[src/common/vcr_cfg.svh]
// Offsets, field positions, reset values for the VC0 resource registers
`ifndef VCR_CFG_SVH
`define VCR_CFG_SVH

`define VCR_OFF_CAP        12'h150
`define VCR_OFF_CTRL       12'h154
`define VCR_OFF_STAT       12'h158
`define VCR_ADDR_W         12

`define VCR_CAP_ARB_RST    8'h09
`define VCR_CAP_SLOTS_RST  7'h7f
`define VCR_CAP_TBL_RST    8'h04
`define VCR_TCMAP_RST      8'hff
`define VCR_SEL_DEFAULT    3'h0
`define VCR_SEL_WEIGHTED   3'h3
`define VCR_SEL_TIMED      3'h4
`define VCR_VCID_RST       3'h0
`define VCR_EN_RST         1'h1

`define VCR_CTRL_TCMAP_LSB 0
`define VCR_CTRL_LOAD_BIT  16
`define VCR_CTRL_SEL_LSB   17
`define VCR_CTRL_VCID_LSB  24
`define VCR_CTRL_EN_BIT    31
`define VCR_STAT_TBL_BIT   16
`define VCR_STAT_NEG_BIT   17

`endif

[src/common/vcr_pkg.sv]
// Types shared by the VC0 resource register block
package vcr_pkg;

   typedef struct packed {
      logic [11:0] addr;
      logic [31:0] wdata;
      logic        wr;
      logic        rd;
   } vcr_bus_req_t;

   typedef struct packed {
      logic [7:0] tc_map;
      logic [2:0] arb_sel;
      logic       vc_en;
   } vcr_ctrl_t;

   typedef enum logic [1:0] {
      VCR_LD_IDLE,
      VCR_LD_BUSY
   } vcr_ld_state_t;

endpackage : vcr_pkg

[src/logic/vcr_regs.sv]
// VC0 resource capability, control and status registers
//
// The address-and-strobe port was left to the implementer.
`timescale 1ns/1ps
`include "vcr_cfg.svh"
module vcr_regs (
   input  wire logic        i_clk,
   input  wire logic        i_rst,
   input  wire logic        i_ce,
   input  wire logic [11:0] i_addr,
   input  wire logic [31:0] i_wdata,
   input  wire logic        i_wr,
   input  wire logic        i_rd,
   input  wire logic        i_mgmt_wr,
   input  wire logic [7:0]  i_mgmt_tc_map,
   input  wire logic        i_tbl_entry_wr,
   input  wire logic        i_tbl_load_done,
   input  wire logic        i_neg_pending,
   output logic [31:0]      o_rdata,
   output logic [7:0]       o_tc_map,
   output logic [2:0]       o_arb_sel,
   output logic             o_vc_en,
   output logic             o_tbl_load_req,
   output logic             o_tbl_pending
);
   vcr_pkg::vcr_bus_req_t req;
   vcr_pkg::vcr_ctrl_t    ctrl_reg;
   logic                  sw_touched_reg;
   logic                  neg_level;
   logic                  load_pulse;
   logic                  wr_ctrl;
   logic [2:0]            sel_next;

   assign req = '{addr: i_addr, wdata: i_wdata, wr: i_wr, rd: i_rd};

   // ---------------------------------------------
   // Helpers
   // ---------------------------------------------
   function automatic logic hit(input logic [11:0] a,
                                input logic [11:0] off);
      hit = (a == off);
   endfunction : hit

   function automatic logic [2:0] legal_sel(input logic [2:0] s);
      // Time-based scheme belongs to VC1 only
      if (s == `VCR_SEL_DEFAULT || s == `VCR_SEL_WEIGHTED) begin
         legal_sel = s;
      end else begin
         legal_sel = `VCR_SEL_DEFAULT;
      end
   endfunction : legal_sel

   function automatic logic [31:0] cap_word();
      logic [31:0] w;
      w = 32'h0;
      w[7:0]   = `VCR_CAP_ARB_RST;
      w[14]    = 1'h0;
      w[15]    = 1'h0;
      w[22:16] = `VCR_CAP_SLOTS_RST;
      w[31:24] = `VCR_CAP_TBL_RST;
      cap_word = w;
   endfunction : cap_word

   assign wr_ctrl    = req.wr && hit(req.addr, `VCR_OFF_CTRL);
   assign load_pulse = wr_ctrl && req.wdata[`VCR_CTRL_LOAD_BIT];
   assign sel_next   = legal_sel(req.wdata[`VCR_CTRL_SEL_LSB +: 3]);

   // ---------------------------------------------
   // Control register
   // ---------------------------------------------
   always_ff @(posedge i_clk or posedge i_rst) begin
      if (i_rst) begin
         ctrl_reg.tc_map  <= `VCR_TCMAP_RST;
         ctrl_reg.arb_sel <= `VCR_SEL_DEFAULT;
         ctrl_reg.vc_en   <= `VCR_EN_RST;
         sw_touched_reg   <= 1'h0;
      end else if (i_ce) begin
         if (wr_ctrl) begin
            ctrl_reg.tc_map  <= req.wdata[`VCR_CTRL_TCMAP_LSB +: 8];
            ctrl_reg.arb_sel <= sel_next;
            ctrl_reg.vc_en   <= req.wdata[`VCR_CTRL_EN_BIT];
            sw_touched_reg   <= 1'h1;
         end else if (i_mgmt_wr && !sw_touched_reg) begin
            ctrl_reg.tc_map  <= i_mgmt_tc_map;
         end
         if (req.rd || req.wr) begin
            sw_touched_reg <= 1'h1;
         end
      end
   end

   // ---------------------------------------------
   // Table loader and negotiation input
   // ---------------------------------------------
   vcr_table_loader u_loader (
      .i_clk       (i_clk),
      .i_rst       (i_rst),
      .i_ce        (i_ce),
      .i_entry_wr  (i_tbl_entry_wr),
      .i_load      (load_pulse),
      .i_load_done (i_tbl_load_done),
      .o_load_req  (o_tbl_load_req),
      .o_pending   (o_tbl_pending)
   );

   vcr_pin_sync u_neg_sync (
      .i_clk   (i_clk),
      .i_rst   (i_rst),
      .i_ce    (i_ce),
      .i_pin   (i_neg_pending),
      .o_level (neg_level)
   );

   // ---------------------------------------------
   // Read data, one cycle after the strobe
   // ---------------------------------------------
   always_ff @(posedge i_clk or posedge i_rst) begin
      if (i_rst) begin
         o_rdata <= 32'h0;
      end else if (i_ce) begin
         o_rdata <= 32'h0;
         if (req.rd) begin
            if (hit(req.addr, `VCR_OFF_CAP)) begin
               o_rdata <= cap_word();
            end else if (hit(req.addr, `VCR_OFF_CTRL)) begin
               o_rdata[7:0]   <= ctrl_reg.tc_map;
               o_rdata[16]    <= 1'h0;
               o_rdata[19:17] <= ctrl_reg.arb_sel;
               o_rdata[26:24] <= `VCR_VCID_RST;
               o_rdata[31]    <= ctrl_reg.vc_en;
            end else if (hit(req.addr, `VCR_OFF_STAT)) begin
               o_rdata[`VCR_STAT_TBL_BIT] <= o_tbl_pending;
               o_rdata[`VCR_STAT_NEG_BIT] <= neg_level;
            end
         end
      end
   end

   // ---------------------------------------------
   // Control outputs
   // ---------------------------------------------
   always_ff @(posedge i_clk or posedge i_rst) begin
      if (i_rst) begin
         o_tc_map  <= `VCR_TCMAP_RST;
         o_arb_sel <= `VCR_SEL_DEFAULT;
         o_vc_en   <= `VCR_EN_RST;
      end else if (i_ce) begin
         o_tc_map  <= ctrl_reg.tc_map;
         o_arb_sel <= ctrl_reg.arb_sel;
         o_vc_en   <= ctrl_reg.vc_en;
      end
   end
endmodule : vcr_regs

[src/logic/vcr_pin_sync.sv]
// Three-flop synchroniser that accepts a change once stages two and three agree
`timescale 1ns/1ps
module vcr_pin_sync (
   input  wire logic i_clk,
   input  wire logic i_rst,
   input  wire logic i_ce,
   input  wire logic i_pin,
   output logic      o_level
);
   logic s1_reg;
   logic s2_reg;
   logic s3_reg;

   always_ff @(posedge i_clk or posedge i_rst) begin
      if (i_rst) begin
         s1_reg <= 1'h0;
         s2_reg <= 1'h0;
         s3_reg <= 1'h0;
      end else if (i_ce) begin
         s1_reg <= i_pin;
         s2_reg <= s1_reg;
         s3_reg <= s2_reg;
      end
   end

   always_ff @(posedge i_clk or posedge i_rst) begin
      if (i_rst) begin
         o_level <= 1'h0;
      end else if (i_ce && (s2_reg == s3_reg)) begin
         o_level <= s3_reg;
      end
   end
endmodule : vcr_pin_sync

[src/logic/vcr_table_loader.sv]
// Tracks port arbitration table writes and the load handshake
`timescale 1ns/1ps
module vcr_table_loader (
   input  wire logic i_clk,
   input  wire logic i_rst,
   input  wire logic i_ce,
   input  wire logic i_entry_wr,
   input  wire logic i_load,
   input  wire logic i_load_done,
   output logic      o_load_req,
   output logic      o_pending
);
   vcr_pkg::vcr_ld_state_t state_reg;

   // ---------------------------------------------
   // Load sequencer
   // ---------------------------------------------
   always_ff @(posedge i_clk or posedge i_rst) begin
      if (i_rst) begin
         state_reg  <= vcr_pkg::VCR_LD_IDLE;
         o_load_req <= 1'h0;
      end else if (i_ce) begin
         case (state_reg)
            vcr_pkg::VCR_LD_IDLE: begin
               if (i_load) begin
                  state_reg  <= vcr_pkg::VCR_LD_BUSY;
                  o_load_req <= 1'h1;
               end
            end
            vcr_pkg::VCR_LD_BUSY: begin
               if (i_load_done) begin
                  state_reg  <= vcr_pkg::VCR_LD_IDLE;
                  o_load_req <= 1'h0;
               end
            end
            default: begin
               state_reg  <= vcr_pkg::VCR_LD_IDLE;
               o_load_req <= 1'h0;
            end
         endcase
      end
   end

   // ---------------------------------------------
   // Pending flag, set wins over clear
   // ---------------------------------------------
   always_ff @(posedge i_clk or posedge i_rst) begin
      if (i_rst) begin
         o_pending <= 1'h0;
      end else if (i_ce) begin
         if (i_entry_wr) begin
            o_pending <= 1'h1;
         end else if (state_reg == vcr_pkg::VCR_LD_BUSY && i_load_done) begin
            o_pending <= 1'h0;
         end
      end
   end
endmodule : vcr_table_loader

[config.mk]
export PLATFORM = sky130hd
export DESIGN_NAME = vcr_regs
export DESIGN_NICKNAME = d
export VERILOG_FILES = /design/src/common/vcr_pkg.sv /design/src/logic/vcr_regs.sv /design/src/logic/vcr_pin_sync.sv /design/src/logic/vcr_table_loader.sv
export VERILOG_INCLUDE_DIRS = /design/src /design/src/common
export SDC_FILE = /design/constraint.sdc
export NUM_CORES = 1
export LEC_CHECK = 0
export ABC_AREA = 1
export BUFFER_PORTS_ARGS = -buffer_cell sky130_fd_sc_hd__buf_2
export CELL_PAD_IN_SITES_DETAIL_PLACEMENT = 0
export CELL_PAD_IN_SITES_GLOBAL_PLACEMENT = 1
export CORE_UTILIZATION = 30
export CTS_CLUSTER_SIZE = 28
export DETAILED_ROUTE_END_ITERATION = 10
export HOLD_SLACK_MARGIN = 0.08
export PLACE_DENSITY_LB_ADDON = 0.1
export SYNTH_ARGS = -nofsm -noshare
export SYNTH_HDL_FRONTEND = slang
export SYNTH_SLANG_ARGS = --single-unit
[constraint.sdc]
create_clock -name i_clk -period 1.5 [get_ports i_clk]
set_input_delay 0.3 -clock i_clk [delete_from_list [all_inputs] [get_ports i_clk]]
set_output_delay 0.3 -clock i_clk [all_outputs]
set_load 0.03 [all_outputs]
==> run metrics, run 1 <==
status completed; Mapped Area 2170 sq um; CP Launch Point o_tc_map[3]; highest-delay cell along the critical path dfstp_2; Initial Util 31.5%; Reg area 1150 sq um; first-pass GRT wire length 8210 microns; Yosys warning total 0; vias in the first global route 1646; WP data required 1.20 ns; CTS root buf clkbuf_8; io pins 107; EDFF count, synth 0; synth top area cells dfrtp_1 (31%), dfstp_2 (22%), nand2_1 (18%), buf_4 (7.2%), nand3_1 (5.3%); main flop type after synthesis dfrtp_1; initial drt markers 52; DRC errors left 0; Tot GR Track Use 14.3%; hold crit path type in -> reg; hpwl dp 3470 microns; Area growth syn-to-layout 24.5%; CP max FO 2; Max Cap Viol 0; Filler cells 755; VDD IR max 0.337 mV; Routed Antenna Nets 0; ratio of cells with drive above 1 in the final layout 33.6%; CTS tree built; area leader, netlist dfrtp_1; Worst Setup Start Kind register; most common cell in the netlist nand2_1; setup_tns 0 ns; Core Rows 30; # nets final 396; cts-stage hold buffer count 1; postcts setup bufs 0; unrepaired setup endpoints after global routing false; CP Depth 1; input/output buffers 72; Power Density 899 nW/um^2; clock buffer count from CTS 5; n_diodes 0; Lkg Pwr 0.00150 uW; Final Hold Vio Count 0; worst reg-to-reg path cell count 5; Synth Register Bits 45; WP buf/inv 1; Clock Latency Late Sink 0.30 ns; asr flop ratio synth 100%; drt pass-1 iters 6; Syn Area/Cell 8.36 sq um; Multi-input gate area 812 sq um; clock sink count 45; Setup crit end o_tc_map[3]; DR vias 1822; Achievable Freq 761 MHz; critical path cell sequence buf_2; Wirelength per Cell 11.3 microns; WL final 4890 microns; Largest register FFs 14; DIE AREA 7590 sq um; Crit Path Class reg -> out; crit share post-route 87.6%; clock slew at reported path FFs 0.08 ns; DR vias/cell 4.22; Max stage delay on crit path 0.54 ns; Crit path max-delay family flip-flops; Slew Limit Fails 0; die width 87.1 microns; R2R setup slack 0.48 ns; Die H 87.1 microns; endpoint class of the critical path primary output; clk_skew 0.0101 ns; r2r startpoint sw_touched_reg; Seq/Total Area, Yosys 52.8%; Synth Instances 260; clk buf depth 2; setup violators final 0; Synth top cells by count nand2_1 (106), dfrtp_1 (27), nand3_1 (23); reg2reg end ctrl_reg[4]; CP arrival 1.01 ns; largest net degree at the start of global routing 46; Hold Startpoint i_tbl_entry_wr; initial antenna violation count 0; H-tree levels 2; core outline area 6910 sq um; routability-driven placement congestion ratio 0.699; share of the synthesized area in the top cell type 31.1%; GRT overflow 0; Final Cell Area 2710 sq um; Cell variety after synth 20; post-cts resize count 0; min Tclk post-route 1.31 ns; DP Area 2590 sq um
-- layout by cell type (no fill, tap or decap), drive strengths merged, types with 4 or more instances in the layout --
master and n:
conb 15, nand2 108, clkbuf 6, dfstp 18, dfrtp 27, nand4 4
nor2 11, inv 19, nand3 26, o21ai 14, buf 79, o211ai 4
-- worst min-delay path, delay by kind of cell --
family | cells | cell delay (ns)
buf+inv | 1 | 0.07
simple gates | 2 | 0.09
-- power breakdown --
group	switching, uW	internal, uW
logic	186	87.7
clock network	408	495
registers	17.0	1240
-- stage by stage --
stage / util (%) / total power (uW) / cells / setup slack (ns) / hold WS, ns
floorplan: - / 1470 / 274 / 0.170 / 0.390
global placement: 37.5 / 1560 / 423 / 0.0490 / 0.358
detailed placement: 37.5 / 1560 / 423 / 0.0590 / 0.352
CTS: 39.2 / 2470 / 432 / 0.167 / 0.198
global route: 39.2 / 2570 / 432 / 0.134 / 0.205
finish: 39.2 / 2440 / 432 / 0.186 / 0.205
-- area by class of cell --
class | count | area share, %
Clock inverter | 2 | 1.29
Inverter | 19 | 2.63
Sequential cell | 45 | 42.4
Clock buffer | 6 | 2.68
Tap cell | 96 | 4.44
Multi-Input combinational cell | 184 | 30.0
Timing Repair Buffer | 80 | 16.5
-- worst min path at each step --
stage	end	depth (start not counted)	slack (ns)
floorplan	ctrl_reg[0]	2	0.39
global placement	o_rdata[31]	3	0.36
detailed placement	o_rdata[31]	3	0.35
CTS	u_loader.o_pending	3	0.20
global route	u_loader.o_pending	3	0.21
finish	u_loader.o_pending	3	0.20
-- routing by layer --
| metal | vias to the layer above | part of all wire [%] | global-route usage, % |
|---|---|---|---|
| li1 | 938 | - | - |
| met1 | 808 | 51 | 21.2 |
| met2 | 70 | 40 | 19.8 |
| met3 | 6 | 7.4 | 3.89 |
| met4 | 0 | 1.6 | 4.92 |
| met5 | - | 0 | 0 |
-- cell families after synthesis --
group,share of synthesized area (%)
compound gates,4.83
buf+inv,12.3
flops,52.8
other cells,0.172
simple gates,29.9
Note: power is estimated with default switching activity, not from simulation.
==> run 2: changes to the inputs <==
Settings changed: PLACE_DENSITY from default to 0.78, PLACE_DENSITY_LB_ADDON 0.1 to default.
==> run 2 against run 1 <==
Net effect: final cell count is 0.23% higher; combinational power is essentially flat; maximum frequency decreased by 1.5%; largest power group unchanged; wire length fell by 2.6%; register-to-register slack hardly changed; via count fell by 0.66%; count of clock-buffer cells in the layout is the same; critical path depth stayed put; total power is 4.9% lower.
==> run metrics, run 2 (synthesis gave the netlist of run 1 again) <==
H-tree levels 2 (unchanged); Crit Path Class reg -> out; CTS root buf clkbuf_8; Clock Latency Late Sink 0.30 ns (about the same); Die H 87.1 microns (unchanged); Lkg Pwr 0.00150 uW (-0.17%); WP data required 1.20 ns (about the same); clock slew at reported path FFs 0.09 ns (about the same); hold path depth 3 (unchanged); Initial Util 31.5% (unchanged); CTS tree built; endpoint class of the critical path primary output; CP arrival 1.03 ns (+0.02 ns); Final Hold Vio Count 0 (unchanged); min Tclk post-route 1.33 ns (+0.0203 ns); n_diodes 0 (unchanged); Crit path max-delay family flip-flops; Tot GR Track Use 13.6% (-0.75 points); met3 usage 3.03% (-0.85 points); most frequent cells in the layout nand2_1 (106), buf_2 (72), dfrtp_1 (27), nand3_1 (23), dfstp_2 (18); grt peak-use layer met2; core outline area 6910 sq um (unchanged); Power Density 861 nW/um^2 (-4.3%); r2r startpoint sw_touched_reg; ratio of cells with drive above 1 in the final layout 34.1% (+0.49 points); clock sink count 45 (unchanged); clk_skew 0.00765 ns (-0.00244 ns); commonest non-fill, non-tap cell in the layout nand2_1; vias in the first global route 1673 (+1.6%); Max Cap Viol 0 (unchanged); CP max FO 2 (unchanged); crit share post-route 88.9% (+1.4 points); DIE AREA 7590 sq um (unchanged); io pins 107 (unchanged); Max stage delay on crit path 0.54 ns (about the same); die width 87.1 microns (unchanged); clk buf depth 2 (unchanged); first-pass GRT wire length 7820 microns (-4.7%); Routed Antenna Nets 0 (unchanged); GRT overflow 0 (unchanged); setup_tns 0 ns (unchanged); VDD IR max 0.325 mV (-3.4%); Area growth syn-to-layout 23.8%; initial antenna violation count 0 (unchanged); WL final 4760 microns (-2.6%); Worst Setup Start Kind register; post-cts resize count 0 (unchanged); met1 usage 17.8% (-3.5 points); unrepaired setup endpoints after global routing false; routability-driven placement congestion ratio 0.768 (+9.8%); Slew Limit Fails 0 (unchanged); Wirelength per Cell 11.0 microns (-2.8%); worst reg-to-reg path cell count 5 (unchanged); reg2reg end ctrl_reg[4]; status completed; setup violators final 0 (unchanged); highest-delay cell along the critical path dfstp_2; DR vias/cell 4.18 (-0.89%); hpwl dp 3580 microns (+3.0%); Placed Cells 424 (+0.24%); Core Rows 30 (unchanged); initial drt markers 84 (+62%); Achievable Freq 750 MHz (-1.5%); clock buffer count from CTS 5 (unchanged); R2R setup slack 0.47 ns (about the same); input/output buffers 72 (unchanged); drt pass-1 iters 4 (-2); largest net degree at the start of global routing 46 (unchanged); DR vias 1810 (-0.66%); WP buf/inv 1 (unchanged); Finished Layout Cells 433 (+0.23%); Min Hold Slack 0.203 ns (-0.00232 ns); critical path cell sequence buf_2; GR Util met2 22.0% (+2.1 points); Largest register FFs 14 (unchanged); # nets final 397 (+0.25%); DRC errors left 0 (unchanged); hold crit path type in -> reg; Hold Startpoint i_wdata[31]; Worst Hold Path EP ctrl_reg[0]
## run 2: area by class of cell
type	count	area (sq um)
Clock inverter	2	13.8
Fill cell	747	4220
Inverter	19	71.3
Multi-Input combinational cell	184	812
Tap cell	96	120
Sequential cell	45	1150
Clock buffer	6	82.6
Timing Repair Buffer	81	443
## run 2: power breakdown
part | total, uW | internal (uW) | leakage, uW | switching, uW
Combinational | 271 | 85.7 | 0.000907 | 185
Clock | 788 | 374 | 0.0000512 | 414
Sequential | 1260 | 1240 | 0.000539 | 16.3
Total | 2320 | 1700 | 0.00150 | 615
## run 2: worst max path at each step
stage	start	endpoint	cells past startpoint
2_1_floorplan	i_rst	ctrl_reg[1]	1
3_3_place_gp	i_addr[9]	ctrl_reg[10]	10
3_5_place_dp	i_addr[9]	o_rdata[19]	8
4_1_cts	o_tc_map[3]	o_tc_map[3]	1
5_1_grt	o_tc_map[3]	o_tc_map[3]	1
6_report	o_tc_map[3]	o_tc_map[3]	1
## run 2: tightest hold or removal path, stage by stage
cell     delay (ns)
buf_2          0.10
nand2_1        0.05
nand2_1        0.04
## run 2: metal layers
metal / part of all wire (%) / up-vias
met5: 0 / -
met4: 1.6 / 0
met3: 5.4 / 5
met2: 46 / 60
met1: 47 / 807
li1: - / 938
## run 2: what timing repair did
action                                 CTS  global route
hold buffers                             1             0
buffers inserted                         0             0
endpoints found under the hold margin   27             0
## run 2: metrics by stage
stage	total power [uW]	setup slack, ns	utilization (%)	area (sq um)
finish	2320	0.166	39.0	2690
detailed placement	1550	0.0719	37.4	2580
floorplan	1470	0.170	-	2230
global placement	1550	0.0964	37.4	2580
CTS	2340	0.156	39.0	2690
global route	2430	0.126	39.0	2690
==> run 3: changes to the inputs <==
Settings changed: SYNTH_HIERARCHICAL from default to 1.
Clock period 1.5 ns to 1.4 ns, I/O delays scaled along.
==> run 3 against run 2 <==
Net effect: sequential share of layout area is 2.3 points lower; count of clock-buffer cells in the layout is 1 lower; non-clock buffer count is 4 higher; worst setup slack worse by 0.077 ns; core utilization is 0.44 points higher; register-to-register slack worse by 0.11 ns; synthesized cell count is 5.4% higher; die area is 2.9% higher; clock skew is 0.0052 ns lower; combinational power is 21% higher; critical path depth stayed put.
==> run metrics, run 3 <==
H-tree levels 2 (unchanged); n_diodes 0 (unchanged); WL final 5000 microns (+5.0%); hpwl dp 3860 microns (+8.0%); clock sink count 45 (unchanged); GRT overflow 0 (unchanged); first-pass GRT wire length 8160 microns (+4.2%); Tot GR Track Use 13.8% (+0.23 points); Clock Latency Late Sink 0.30 ns (about the same); Largest register FFs 14 (unchanged); main flop type after synthesis dfrtp_1; critical path cell sequence buf_2; Die H 88.4 microns (+1.4%); initial antenna violation count 0 (unchanged); CTS root buf clkbuf_8; Crit Path Class reg -> out; input/output buffers 72 (unchanged); clk_skew 0.00248 ns (-0.00517 ns); ratio of cells with drive above 1 in the final layout 33.8% (-0.32 points); unrepaired setup endpoints after global routing false; DRC errors left 0 (unchanged); EDFF count, synth 0 (unchanged); met3 usage 3.64% (+0.60 points); cts-stage hold buffer count 1 (unchanged); Seq/Total Area, Yosys 51.3% (-1.5 points); core outline area 7210 sq um (+4.5%); Slew Limit Fails 0 (unchanged); WP buf/inv 1 (unchanged); Synth top cells by count nand2_1 (104), dfrtp_1 (27), inv_1 (26); met1 usage 17.6% (-0.17 points); drt pass-1 iters 4 (unchanged); min Tclk post-route 1.31 ns; WP data required 1.12 ns (-0.08 ns); Cell variety after synth 24 (+20%); Wirelength per Cell 11.0 microns (+0.18%); VDD IR max 0.442 mV (+36%); CP arrival 1.03 ns (about the same); DIE AREA 7810 sq um (+2.9%); CP max FO 2 (unchanged); Syn Area/Cell 8.17 sq um (-2.3%); Area growth syn-to-layout 27.0%; highest-delay cell along the critical path dfstp_2; Lkg Pwr 0.00159 uW (+5.9%); DR vias/cell 4.30 (+3.0%); clock slew at reported path FFs 0.08 ns (about the same); DR vias 1954 (+8.0%); asr flop ratio synth 100% (unchanged); Crit path max-delay family flip-flops; clock buffer count from CTS 5 (unchanged); synth top area cells dfrtp_1 (30%), dfstp_2 (21%), nand2_1 (17%), buf_4 (7.0%), inv_1 (4.4%); vias in the first global route 1799 (+7.5%); Yosys warning total 6 (+6); Pwr Total 2830 uW (+22%); CTS tree built; status completed; area leader, netlist dfrtp_1; Mapped Area 2240 sq um (+2.9%); Max stage delay on crit path 0.54 ns (about the same); GR Util met2 22.6% (+0.61 points); postcts setup bufs 0 (unchanged); Power Density 996 nW/um^2 (+16%); clk buf depth 2 (unchanged); DP Area 2700 sq um (+4.4%); Achievable Freq 763 MHz; crit share post-route 93.7%; most common cell in the netlist nand2_1; Max Cap Viol 0 (unchanged); Synth Register Bits 45 (unchanged); endpoint class of the critical path primary output; hold crit path type in -> reg; Synth Instances 274 (+5.4%); initial drt markers 57 (-32%); Final Cell Area 2840 sq um (+5.6%); share of the synthesized area in the top cell type 30.2% (-0.89 points); Routed Antenna Nets 0 (unchanged); setup_tns 0 ns (unchanged); Worst Setup Start Kind register; commonest non-fill, non-tap cell in the layout nand2_1; Initial Util 31.0% (-0.46 points); routability-driven placement congestion ratio 0.779 (+1.4%); grt peak-use layer met2; io pins 107 (unchanged); Core Rows 31 (+3.3%); most frequent cells in the layout nand2_1 (104), buf_2 (72), dfrtp_1 (27), inv_1 (26), dfstp_2 (18); die width 88.4 microns (+1.4%); post-cts resize count 0 (unchanged); setup violators final 0 (unchanged); Final Hold Vio Count 0 (unchanged); # nets final 415 (+4.5%); largest net degree at the start of global routing 40 (-13%)
## run 3: worst reg2reg max path, stage by stage (launching register included)
cell and delay (ns):
dfrtp_1 0.36, inv_1 0.07, nand3_1 0.19, buf_4 0.23
nand3_1 0.08, nand2_1 0.05
## run 3: layout make-up
cell class / count / area (sq um)
Clock buffer: 5 / 68.8
Clock inverter: 3 / 65.1
Fill cell: 773 / 4370
Inverter: 28 / 105
Multi-Input combinational cell: 189 / 858
Sequential cell: 45 / 1150
Tap cell: 99 / 124
Timing Repair Buffer: 85 / 473
## run 3: metrics by stage
step                      setup WS, ns  cells  hold WS, ns  utilization [%]
final                           0.0888    454        0.169             39.4
after floorplan                  0.260    288       0.0212                -
after CTS                       0.0752    454        0.156             39.4
after global routing            0.0463    454        0.160             39.4
after global placement          0.0445    445        0.155             37.4
after detailed placement        0.0150    445        0.156             37.4
## run 3: metal layers
metal | vias up | share of wire [%] | routed length [microns]
met5 | - | 0 | 0
met4 | 0 | 2.0 | 99
met3 | 11 | 5.1 | 257
met2 | 60 | 47 | 2340
met1 | 896 | 46 | 2300
li1 | 987 | - | -
## run 3: worst paths after layout
| path | slack [ns] | cells past startpoint | start | to |
|---|---|---|---|---|
| max | 0.09 | 1 | o_vc_en | o_vc_en |
| min | 0.17 | 3 | i_wdata[31] | ctrl_reg[0] |
| max reg2reg | 0.36 | 5 | sw_touched_reg | ctrl_reg[7] |
| min reg2reg | 0.47 | 2 | o_tc_map[3] | o_tc_map[3] |
| max in group asynchronous | 0.56 | 4 | i_rst | o_tc_map[2] |
| min in group asynchronous | 0.38 | 3 | i_rst | u_loader/o_load_req |
## run 3: power by group
part	internal (uW)	total, uW	switching, uW
registers	1330	1350	19.8
logic	106	327	221
clock network	709	1150	441
## run 3: cells by family (layout without fill, tap and decap cells)
| family | Yosys count | count (layout) | synth area share, % |
|---|---|---|---|
| AO/OA/AOI/OAI | 21 | 21 | 5.03 |
| buffers and inverters | 54 | 121 | 12.7 |
| flip-flops | 45 | 45 | 51.3 |
| other | 1 | 15 | 0.168 |
| AND/OR/NAND/NOR | 153 | 153 | 30.8 |
